## config.mk

```make
export PLATFORM = sky130hd
export DESIGN_NAME = fts_top
export DESIGN_NICKNAME = d
export VERILOG_FILES = /design/src/core/fts_top.v
export VERILOG_INCLUDE_DIRS = /design/src /design/src/core
export SDC_FILE = /design/constraint.sdc
export NUM_CORES = 1
export LEC_CHECK = 0
export ABC_AREA = 1
export BUFFER_PORTS_ARGS = -buffer_cell sky130_fd_sc_hd__buf_4
export CELL_PAD_IN_SITES_DETAIL_PLACEMENT = 0
export CELL_PAD_IN_SITES_GLOBAL_PLACEMENT = 1
export CORE_ASPECT_RATIO = 1.75
export CORE_MARGIN = 2
export CORE_UTILIZATION = 42
export CTS_BUF_LIST = sky130_fd_sc_hd__clkbuf_8 sky130_fd_sc_hd__clkbuf_16
export DETAILED_ROUTE_END_ITERATION = 16
export PLACE_DENSITY_LB_ADDON = 0.3
export SYNTH_ARGS = -nofsm -noshare
export SYNTH_HDL_FRONTEND = slang
export SYNTH_SLANG_ARGS = --single-unit
```

## constraint.sdc

```tcl
create_clock -name pclk -period 9.4 [get_ports pclk]
set_input_delay 0.47 -clock pclk [delete_from_list [all_inputs] [get_ports pclk]]
set_output_delay 0.47 -clock pclk [all_outputs]
set_load 0.01 [all_outputs]
```

## src/core/fts_defs.vh

```
`ifndef FTS_DEFS_VH
`define FTS_DEFS_VH

// Register byte offsets.
`define FTS_A_CTRL 8'h00
`define FTS_A_SAVE 8'h04
`define FTS_A_OFF 8'h08
`define FTS_A_CNT 8'h0C
`define FTS_A_STAT 8'h10
`define FTS_A_CODE 8'h14
`define FTS_A_TMPA 8'h18
`define FTS_A_TMPB 8'h1C
// Reset values of the idle settings in minutes.
`define FTS_SAVE_RST 8'h0F
`define FTS_OFF_RST 8'h5A
// Temperature thresholds in degrees.
`define FTS_T_READY 9'h0C8
`define FTS_T_LOW_HS 9'h0AA
`define FTS_T_LOW 9'h0A0
`define FTS_T_CENTER_HOT 9'h0F0
`define FTS_T_REAR_HOT 9'h0FA
`define FTS_T_FRONT_HOT 9'h10E
`define FTS_T_PRESS_HOT 9'h0FA
// Calibration breakpoints (10-bit code, 5 V full scale) and the open-sensor code.
`define FTS_C0 10'h066
`define FTS_C1 10'h199
`define FTS_C2 10'h2B8
`define FTS_C3 10'h2E1
`define FTS_C4 10'h309
`define FTS_OPEN_CODE 10'h010
// Error counter limits and codes.
`define FTS_CNT_MAX 32'h0000001E
`define FTS_CNT_BLOCK 5'h02
`define FTS_CNT_HOT 5'h09
`define FTS_CNT_PRESS 5'h08
`define FTS_CODE_HOT 16'hC449
`define FTS_CODE_PRESS 16'hC468
`define FTS_CODE_WARM1 16'hC411
`define FTS_CODE_WARM2 16'hC412
`define FTS_CODE_OPEN 16'hC440
// Timing: a 1 ms sample tick at 40 MHz, ticks per minute and the
// 300 s warm-up limit, sized to the counters that hold them.
`define FTS_TICK_CYC 16'h9C40
`define FTS_MIN_TICKS 16'hEA60
`define FTS_WARM_TICKS 19'h493E0
`endif

```

## src/core/fts_top.v

```verilog
// Register access over APB and the address map were chosen for this implementation.
`timescale 1ns/1ps
`include "fts_defs.vh"

module fts_top #(
  parameter [15:0] TICK_CYC = `FTS_TICK_CYC,
  parameter [15:0] MIN_TICKS = `FTS_MIN_TICKS,
  parameter [18:0] WARM_TICKS = `FTS_WARM_TICKS
) (
  input wire pclk,
  input wire presetn,
  input wire psel,
  input wire penable,
  input wire pwrite,
  input wire [7:0] paddr,
  input wire [31:0] pwdata,
  output reg [31:0] prdata,
  output wire pready,
  output wire pslverr,
  input wire adc_valid,
  input wire [9:0] adc_front,
  input wire [9:0] adc_center,
  input wire [9:0] adc_rear,
  input wire [9:0] adc_press,
  input wire print_req,
  input wire print_busy,
  input wire [4:0] nv_cnt_in,
  input wire [15:0] nv_code_in,
  output reg [4:0] nv_cnt_out,
  output reg [15:0] nv_code_out,
  output reg nv_wr,
  output reg induction_heating_coil_en,
  output reg ready,
  output reg copy_pause,
  output reg lamp_en,
  output reg panel_en,
  output reg motor_en,
  output reg machine_power_en
);

  localparam [7:0] S_LOAD = 8'h01;
  localparam [7:0] S_WARM = 8'h02;
  localparam [7:0] S_READY = 8'h04;
  localparam [7:0] S_WAIT = 8'h08;
  localparam [7:0] S_SAVE = 8'h10;
  localparam [7:0] S_OFF = 8'h20;
  localparam [7:0] S_FAULT = 8'h40;
  localparam [7:0] S_SHUT = 8'h80;

  // Piecewise-linear calibration; slopes are degrees per code, Q8.
  function [8:0] fts_temp;
    input [9:0] c;
    reg [9:0] d;
    reg [7:0] s;
    reg [8:0] b;
    reg [17:0] p;
    begin
      if (c < `FTS_C0) begin
        b = 9'h000; d = c; s = 8'h64;
      end else if (c < `FTS_C1) begin
        b = 9'h028; d = c - `FTS_C0; s = 8'h32;
      end else if (c < `FTS_C2) begin
        b = 9'h064; d = c - `FTS_C1; s = 8'h36;
      end else if (c < `FTS_C3) begin
        b = 9'h0A0; d = c - `FTS_C2; s = 8'h3E;
      end else if (c < `FTS_C4) begin
        b = 9'h0AA; d = c - `FTS_C3; s = 8'h60;
      end else begin
        b = 9'h0B9; d = c - `FTS_C4; s = 8'h5E;
      end
      p = d * s;
      fts_temp = b + p[16:8];
    end
  endfunction

  // Address decode shared by the error answer and the write strobe.
  function fts_hit;
    input [7:0] a;
    begin
      fts_hit = (a[1:0] == 2'h0) && (a <= `FTS_A_TMPB);
    end
  endfunction

  reg [7:0] state;
  reg loaded;
  reg got;
  reg [9:0] c_front;
  reg [9:0] c_center;
  reg [9:0] c_rear;
  reg [9:0] c_press;
  reg [15:0] tick_cnt;
  reg tick;
  reg high_speed;
  reg [7:0] save_min;
  reg [7:0] off_min;
  reg [4:0] err_cnt;
  reg [15:0] fcode;
  reg [15:0] min_sub;
  reg [7:0] min_cnt;
  reg [18:0] warm_cnt;
  reg shut_stage;

  wire [8:0] t_front = fts_temp(c_front);
  wire [8:0] t_center = fts_temp(c_center);
  wire [8:0] t_rear = fts_temp(c_rear);
  wire [8:0] t_press = fts_temp(c_press);
  // Control uses the cooler of front and rear so neither zone runs away.
  wire [8:0] t_ctrl = (t_front < t_rear) ? t_front : t_rear;
  wire [8:0] t_low = high_speed ? `FTS_T_LOW_HS : `FTS_T_LOW;
  wire front_hot = t_front >= `FTS_T_FRONT_HOT;
  wire hot_roll = (t_center >= `FTS_T_CENTER_HOT) |
    (t_rear >= `FTS_T_REAR_HOT) | front_hot;
  wire hot_press = t_press >= `FTS_T_PRESS_HOT;
  // A broken thermistor reads near zero volts, which looks very cold.
  wire open_any = (c_front < `FTS_OPEN_CODE) |
    (c_center < `FTS_OPEN_CODE) | (c_rear < `FTS_OPEN_CODE) |
    (c_press < `FTS_OPEN_CODE);
  wire corrupt = err_cnt >= `FTS_CNT_MAX;
  wire eval = tick & got;
  wire apb_wr = psel & penable & pwrite & fts_hit(paddr);
  wire idle_run = (state == S_READY || state == S_WAIT ||
    state == S_SAVE) & ~print_busy & ~print_req;
  wire heat_state = (state == S_WARM) | (state == S_READY) |
    (state == S_WAIT);

  assign pready = 1'b1;
  assign pslverr = psel & penable & (~fts_hit(paddr) |
    (pwrite & (paddr == `FTS_A_CNT) & (pwdata >= `FTS_CNT_MAX)));

  // Sample codes on the converter strobe; the converter shares pclk.
  always @(posedge pclk or negedge presetn) begin
    if (!presetn) begin
      c_front <= 10'h000;
      c_center <= 10'h000;
      c_rear <= 10'h000;
      c_press <= 10'h000;
      got <= 1'b0;
    end else if (adc_valid) begin
      c_front <= adc_front;
      c_center <= adc_center;
      c_rear <= adc_rear;
      c_press <= adc_press;
      got <= 1'b1;
    end
  end

  // Periodic sample tick from the system clock.
  always @(posedge pclk or negedge presetn) begin
    if (!presetn) begin
      tick_cnt <= 16'h0000;
      tick <= 1'b0;
    end else if (tick_cnt == TICK_CYC - 16'h0001) begin
      tick_cnt <= 16'h0000;
      tick <= 1'b1;
    end else begin
      tick_cnt <= tick_cnt + 16'h0001;
      tick <= 1'b0;
    end
  end

  // Settings, error counter and the supervisory state machine.
  // Software writes come first so a hardware event in the same cycle
  // overrides them.
  always @(posedge pclk or negedge presetn) begin
    if (!presetn) begin
      state <= S_LOAD;
      loaded <= 1'b0;
      high_speed <= 1'b0;
      save_min <= `FTS_SAVE_RST;
      off_min <= `FTS_OFF_RST;
      err_cnt <= 5'h00;
      fcode <= 16'h0000;
      min_sub <= 16'h0000;
      min_cnt <= 8'h00;
      warm_cnt <= 19'h00000;
      shut_stage <= 1'b0;
      nv_wr <= 1'b0;
    end else begin
      nv_wr <= 1'b0;
      if (apb_wr) begin
        case (paddr)
          `FTS_A_CTRL: begin
            high_speed <= pwdata[0];
          end
          `FTS_A_SAVE: begin
            save_min <= pwdata[7:0];
          end
          `FTS_A_OFF: begin
            off_min <= pwdata[7:0];
          end
          `FTS_A_CNT: begin
            if (pwdata < `FTS_CNT_MAX) begin
              err_cnt <= pwdata[4:0];
              nv_wr <= 1'b1;
              if (pwdata[4:0] == 5'h00) begin
                fcode <= 16'h0000;
                if (state == S_FAULT)
                  state <= S_WARM;
              end
            end
          end
          default: begin
          end
        endcase
      end
      // Idle minutes run only while nothing is being printed.
      if (!idle_run) begin
        min_sub <= 16'h0000;
        min_cnt <= 8'h00;
      end else if (tick) begin
        if (min_sub == MIN_TICKS - 16'h0001) begin
          min_sub <= 16'h0000;
          if (min_cnt != 8'hFF)
            min_cnt <= min_cnt + 8'h01;
        end else begin
          min_sub <= min_sub + 16'h0001;
        end
      end
      if (state != S_WARM)
        warm_cnt <= 19'h00000;
      else if (tick && warm_cnt != WARM_TICKS)
        warm_cnt <= warm_cnt + 19'h00001;
      case (state)
        S_LOAD: begin
          if (!loaded) begin
            err_cnt <= nv_cnt_in;
            fcode <= nv_code_in;
            loaded <= 1'b1;
          end else if (eval) begin
            if (corrupt) begin
              state <= S_FAULT;
            end else if (err_cnt >= `FTS_CNT_BLOCK) begin
              state <= S_FAULT;
              if (err_cnt == `FTS_CNT_BLOCK)
                fcode <= `FTS_CODE_WARM2;
            end else begin
              state <= S_WARM;
            end
          end
        end
        S_WARM: begin
          if (eval && t_ctrl >= `FTS_T_READY) begin
            state <= S_READY;
            if (err_cnt <= 5'h01) begin
              err_cnt <= 5'h00;
              nv_wr <= 1'b1;
            end
          end else if (warm_cnt == WARM_TICKS) begin
            state <= S_FAULT;
            nv_wr <= 1'b1;
            if (err_cnt == 5'h00) begin
              err_cnt <= 5'h01;
              fcode <= `FTS_CODE_WARM1;
            end else begin
              err_cnt <= `FTS_CNT_BLOCK;
              fcode <= `FTS_CODE_WARM2;
            end
          end
        end
        S_READY: begin
          if (eval && t_ctrl <= t_low) begin
            state <= S_WAIT;
          end else if (tick && min_cnt >= save_min) begin
            state <= S_SAVE;
            min_sub <= 16'h0000;
            min_cnt <= 8'h00;
          end
        end
        S_WAIT: begin
          if (eval && t_ctrl > t_low)
            state <= S_READY;
        end
        S_SAVE: begin
          if (print_req) begin
            state <= S_WARM;
          end else if (tick && min_cnt >= off_min) begin
            state <= S_OFF;
          end
        end
        S_OFF: begin
          if (print_req)
            state <= S_WARM;
        end
        S_SHUT: begin
          if (tick)
            shut_stage <= 1'b1;
        end
        S_FAULT: begin
        end
        default: begin
          state <= S_LOAD;
        end
      endcase
      // Overheat outranks everything, also right after power-up.
      if (eval && loaded && state != S_SHUT) begin
        if (hot_roll) begin
          state <= S_SHUT;
          err_cnt <= `FTS_CNT_HOT;
          fcode <= `FTS_CODE_HOT;
          nv_wr <= 1'b1;
        end else if (hot_press) begin
          state <= S_SHUT;
          err_cnt <= `FTS_CNT_PRESS;
          fcode <= `FTS_CODE_PRESS;
          nv_wr <= 1'b1;
        end else if (open_any && state != S_LOAD) begin
          state <= S_FAULT;
          fcode <= `FTS_CODE_OPEN;
          nv_wr <= 1'b1;
        end
      end
    end
  end

  // Outputs follow the state one cycle later; outside heating the coil is forced off
  // at once, else it is only re-judged on a tick, so it cannot chatter between samples.
  always @(posedge pclk or negedge presetn) begin
    if (!presetn) begin
      induction_heating_coil_en <= 1'b0;
      ready <= 1'b0;
      copy_pause <= 1'b0;
      lamp_en <= 1'b0;
      panel_en <= 1'b0;
      motor_en <= 1'b0;
      machine_power_en <= 1'b1;
      nv_cnt_out <= 5'h00;
      nv_code_out <= 16'h0000;
    end else begin
      if (!heat_state || state == S_SHUT || corrupt) begin
        induction_heating_coil_en <= 1'b0;
      end else if (eval) begin
        induction_heating_coil_en <= loaded & ~open_any & ~front_hot &
          (t_ctrl < `FTS_T_READY);
      end
      ready <= (state == S_READY);
      copy_pause <= (state == S_WAIT);
      lamp_en <= (state != S_SHUT);
      panel_en <= (state != S_SHUT);
      motor_en <= (state != S_SHUT);
      machine_power_en <= ~((state == S_SHUT) & shut_stage);
      nv_cnt_out <= err_cnt;
      nv_code_out <= fcode;
    end
  end

  // Read data is loaded in the setup phase and stands in the access.
  always @(posedge pclk or negedge presetn) begin
    if (!presetn) begin
      prdata <= 32'h00000000;
    end else if (psel && !penable) begin
      case (paddr)
        `FTS_A_CTRL: prdata <= {31'h00000000, high_speed};
        `FTS_A_SAVE: prdata <= {24'h000000, save_min};
        `FTS_A_OFF: prdata <= {24'h000000, off_min};
        `FTS_A_CNT: prdata <= {27'h0000000, err_cnt};
        `FTS_A_STAT: prdata <= {11'h000, err_cnt, 5'h00, corrupt,
          got, induction_heating_coil_en, state};
        `FTS_A_CODE: prdata <= {16'h0000, fcode};
        `FTS_A_TMPA: prdata <= {7'h00, t_rear, 7'h00, t_front};
        `FTS_A_TMPB: prdata <= {7'h00, t_press, 7'h00, t_center};
        default: prdata <= 32'h00000000;
      endcase
    end
  end

endmodule // fts_top

```

==> results.sh <==
export IMPL_status="finished, final reports clean"
export IMPL_final_common_cell="nand2_1"
export IMPL_ant_nets=0
export IMPL_cts_root_buf="clkbuf_16"
export IMPL_cp_arrival_ns=9.64
export IMPL_slew_viol_final=0
export IMPL_max_stage_delay_ns=0.56
export IMPL_fin_hold_ws_ns=0.115
export IMPL_synth_top_family_by_area="simple AND/OR/NAND/NOR gates"
export IMPL_synth_fa_ha_area_frac=0.243
export IMPL_core_area_um2=53100
export IMPL_drt_iter0_drc=1362
export IMPL_grt_pass1_vias=22300
export IMPL_crit_type="register to register"
export IMPL_r2r_start="c_front[1]"
export IMPL_synth_seq_area_share=0.224
export IMPL_crit_fanout=8
export IMPL_die_area_um2=55500
export IMPL_place_congestion=0.938
export IMPL_hold_viol=0
export IMPL_worstSetupEndpointType="register"
export IMPL_clkTransAtPathRegs_ns=0.07
export IMPL_synth_area_per_cell_um2=7.30
export IMPL_rsz0062_at_grt="yes"
export IMPL_hpwl_um=59000
export IMPL_tritoncts="yes"
export IMPL_grt_overflow=0
export IMPL_vias_per_cell=5.37
export IMPL_worstHoldStart="adc_center[0]"
export IMPL_drive_above_1_share=0.197
export IMPL_antenna_cells=0
export IMPL_relSlewSlack=0.240
export IMPL_fp_row_count=112
export IMPL_setup_viol=0
export IMPL_synth_edf_count=0
export IMPL_async_flop_share=1.00
export IMPL_drc=0
export IMPL_ys_warn_count=0
export IMPL_tightestPinTransition_ns=1.13
export IMPL_grt_pass1_wl_um=116000
export IMPL_synth_area_mux_share=0.000445
export IMPL_synth_compound_area_share=0.140
export IMPL_wl_per_cell_um=18.0
export IMPL_antenna_found_initial=1
export IMPL_yosysUniqueCellTypes=71
export IMPL_grt_usage=0.265
export IMPL_ys_flop_type="dfrtp_1"
export IMPL_min_path_type="input pin to register"
export IMPL_clock_skew_ns=0.0181
export IMPL_die_w_um=179
export IMPL_maxCapViolations=0
export IMPL_crit_top_cell="nand2_4"
export IMPL_vias=22000
export IMPL_place_area_um2=25500
export IMPL_syn_inst=3081
export IMPL_fin_area_um2=27200
export IMPL_clock_sinks=201
export IMPL_layout_common_cells="nand2_1, inv_1, buf_4, nor2_1, ha_1"
export IMPL_synth_area_um2=22500
export IMPL_syn2layout_area_growth_pct=21.2
export IMPL_nFillCells=5266
export IMPL_startpoint="c_front[1]"
export IMPL_io_pins=172
export IMPL_dr_pass1_iters=7
export IMPL_start_util=0.423
export IMPL_synth_simple_gate_area_share=0.251
export IMPL_clockBufferDepth=3
export IMPL_cp_start_kind="register"
export IMPL_period_needed_ns=9.16
export IMPL_required_ns=9.88
export IMPL_fin_crit_sh=0.975
export IMPL_port_buffers=163
export IMPL_die_h_um=310
export IMPL_grt_max_degree=84
export IMPL_routed_wl_um=73900
export IMPL_fmax_mhz=109
export IMPL_synth_seq_cells=201
export IMPL_numCtsBuffers=23
export IMPL_cp_slowest_cell="fa_1"
export IMPL_nNetsFinal=3867
export IMPL_clk_latency_ns=0.56
export IMPL_h_tree_depth=1
export IMPL_synth_xor_area_frac=0.0335
-- final timing paths --
path | endpoint | cells after the start | slack (ns)
worst max-delay path | min_sub[9] | 55 | 0.24
max in group asynchronous | c_front[3] | 4 | 6.72
min in group asynchronous | min_sub[13] | 2 | 0.50
worst min-delay path | c_center[0] | 3 | 0.11
worst min register to register | machine_power_en | 1 | 0.41
worst max register to register | min_sub[9] | 55 | 0.24
-- repair_timing --
action,in CTS,in global routing
hold buffers,1,0
pin swaps,2,93
cloned,0,2
endpoints found under the setup margin,48,52
setup buffers,1,30
resized for setup,17,197
endpoints found under the hold margin,73,0
-- routing by layer --
metal	wire, µm	up-vias	track usage
met5	0	-	0
li1	-	10600	-
met3	2900	205	0.0252
met4	4060	0	0.132
met1	28200	10600	0.302
met2	38800	582	0.489
-- Yosys cell counts (all sizes together), types with 2 or more instances --
master / instances / area (µm²)
conb: 2 / 7.51
nor3: 54 / 295
o21bai: 10 / 75.1
a221oi: 6 / 52.6
a211oi: 4 / 30.0
fa: 131 / 2620
o2111ai: 6 / 52.6
a21oi: 194 / 1030
buf: 39 / 261
ha: 227 / 2840
nand2: 642 / 2560
a21o: 7 / 52.6
o221ai: 12 / 105
a2111oi: 3 / 26.3
a31oi: 12 / 90.1
o21ai: 228 / 1150
xnor2: 18 / 158
clkinv: 3 / 11.3
a21boi: 2 / 15.0
o211ai: 14 / 119
dfrtp: 191 / 4780
xor2: 67 / 594
and3: 3 / 18.8
a32o: 2 / 20.0
clkbuf: 38 / 145
nor2: 317 / 1230
nand3b: 2 / 15.0
dfstp: 10 / 263
a22oi: 2 / 15.0
nor4: 29 / 181
o31ai: 6 / 45.0
o22ai: 19 / 119
or2: 11 / 68.8
o21a: 11 / 82.6
nand3: 167 / 916
nand4: 46 / 288
inv: 527 / 1980
nor3b: 7 / 52.6
-- critical path: cells and delay by family (launching register included) --
kind,cells,cell delay [ns]
AO/OA/AOI/OAI,14,2.17
adder cells (fa/ha/maj),9,3.28
AND/OR/NAND/NOR,21,2.15
buffers and inverters,8,0.62
flip-flops,1,0.39
XOR/XNOR,3,0.50
-- sequential cells by signal, summed over array words and instances, names as in the netlist, 5 cells and up --
register / flops
err_cnt: 5
nv_code_out: 16
min_cnt: 8
c_front: 10
c_center: 10
nv_cnt_out: 5
c_press: 10
fcode: 16
state: 8
min_sub: 16
c_rear: 10
prdata: 25
tick_cnt: 16
warm_cnt: 19
save_min: 8
off_min: 8
-- metrics by stage --
step | setup slack, ns | util | setup TNS [ns] | instances
2_1_floorplan | 0.140 | - | 0 | 3095
3_3_place_gp | -0.0857 | 0.480 | -0.511 | 4025
3_5_place_dp | -0.250 | 0.480 | -5.88 | 4025
4_1_cts | 0.00173 | 0.496 | 0 | 4069
5_1_grt | -0.156 | 0.513 | -3.59 | 4101
6_report | 0.235 | 0.513 | 0 | 4101
-- cell families (layout without fill, tap and decap cells) --
group / after synthesis / in the layout
buf+inv: 607 / 929
other cells: 2 / 16
compound gates: 546 / 546
flops: 201 / 201
simple gates: 1281 / 1281
xor+xnor: 85 / 85
fa+ha+maj: 358 / 358
mux: 1 / 1
-- cell type report --
cell class,instances,area (µm²),area share
clock buffer,27,631,0.0232
clock inverter,15,129,0.00473
inverter,530,2000,0.0734
multi-input combinational,2287,15800,0.579
sequential,201,5050,0.185
tap,684,856,0.0314
timing repair buffer,357,2800,0.103
Power is left out: the tool's default activity adds up to more than one toggle a clock period on the data nets, which glitch-free logic cannot reach.
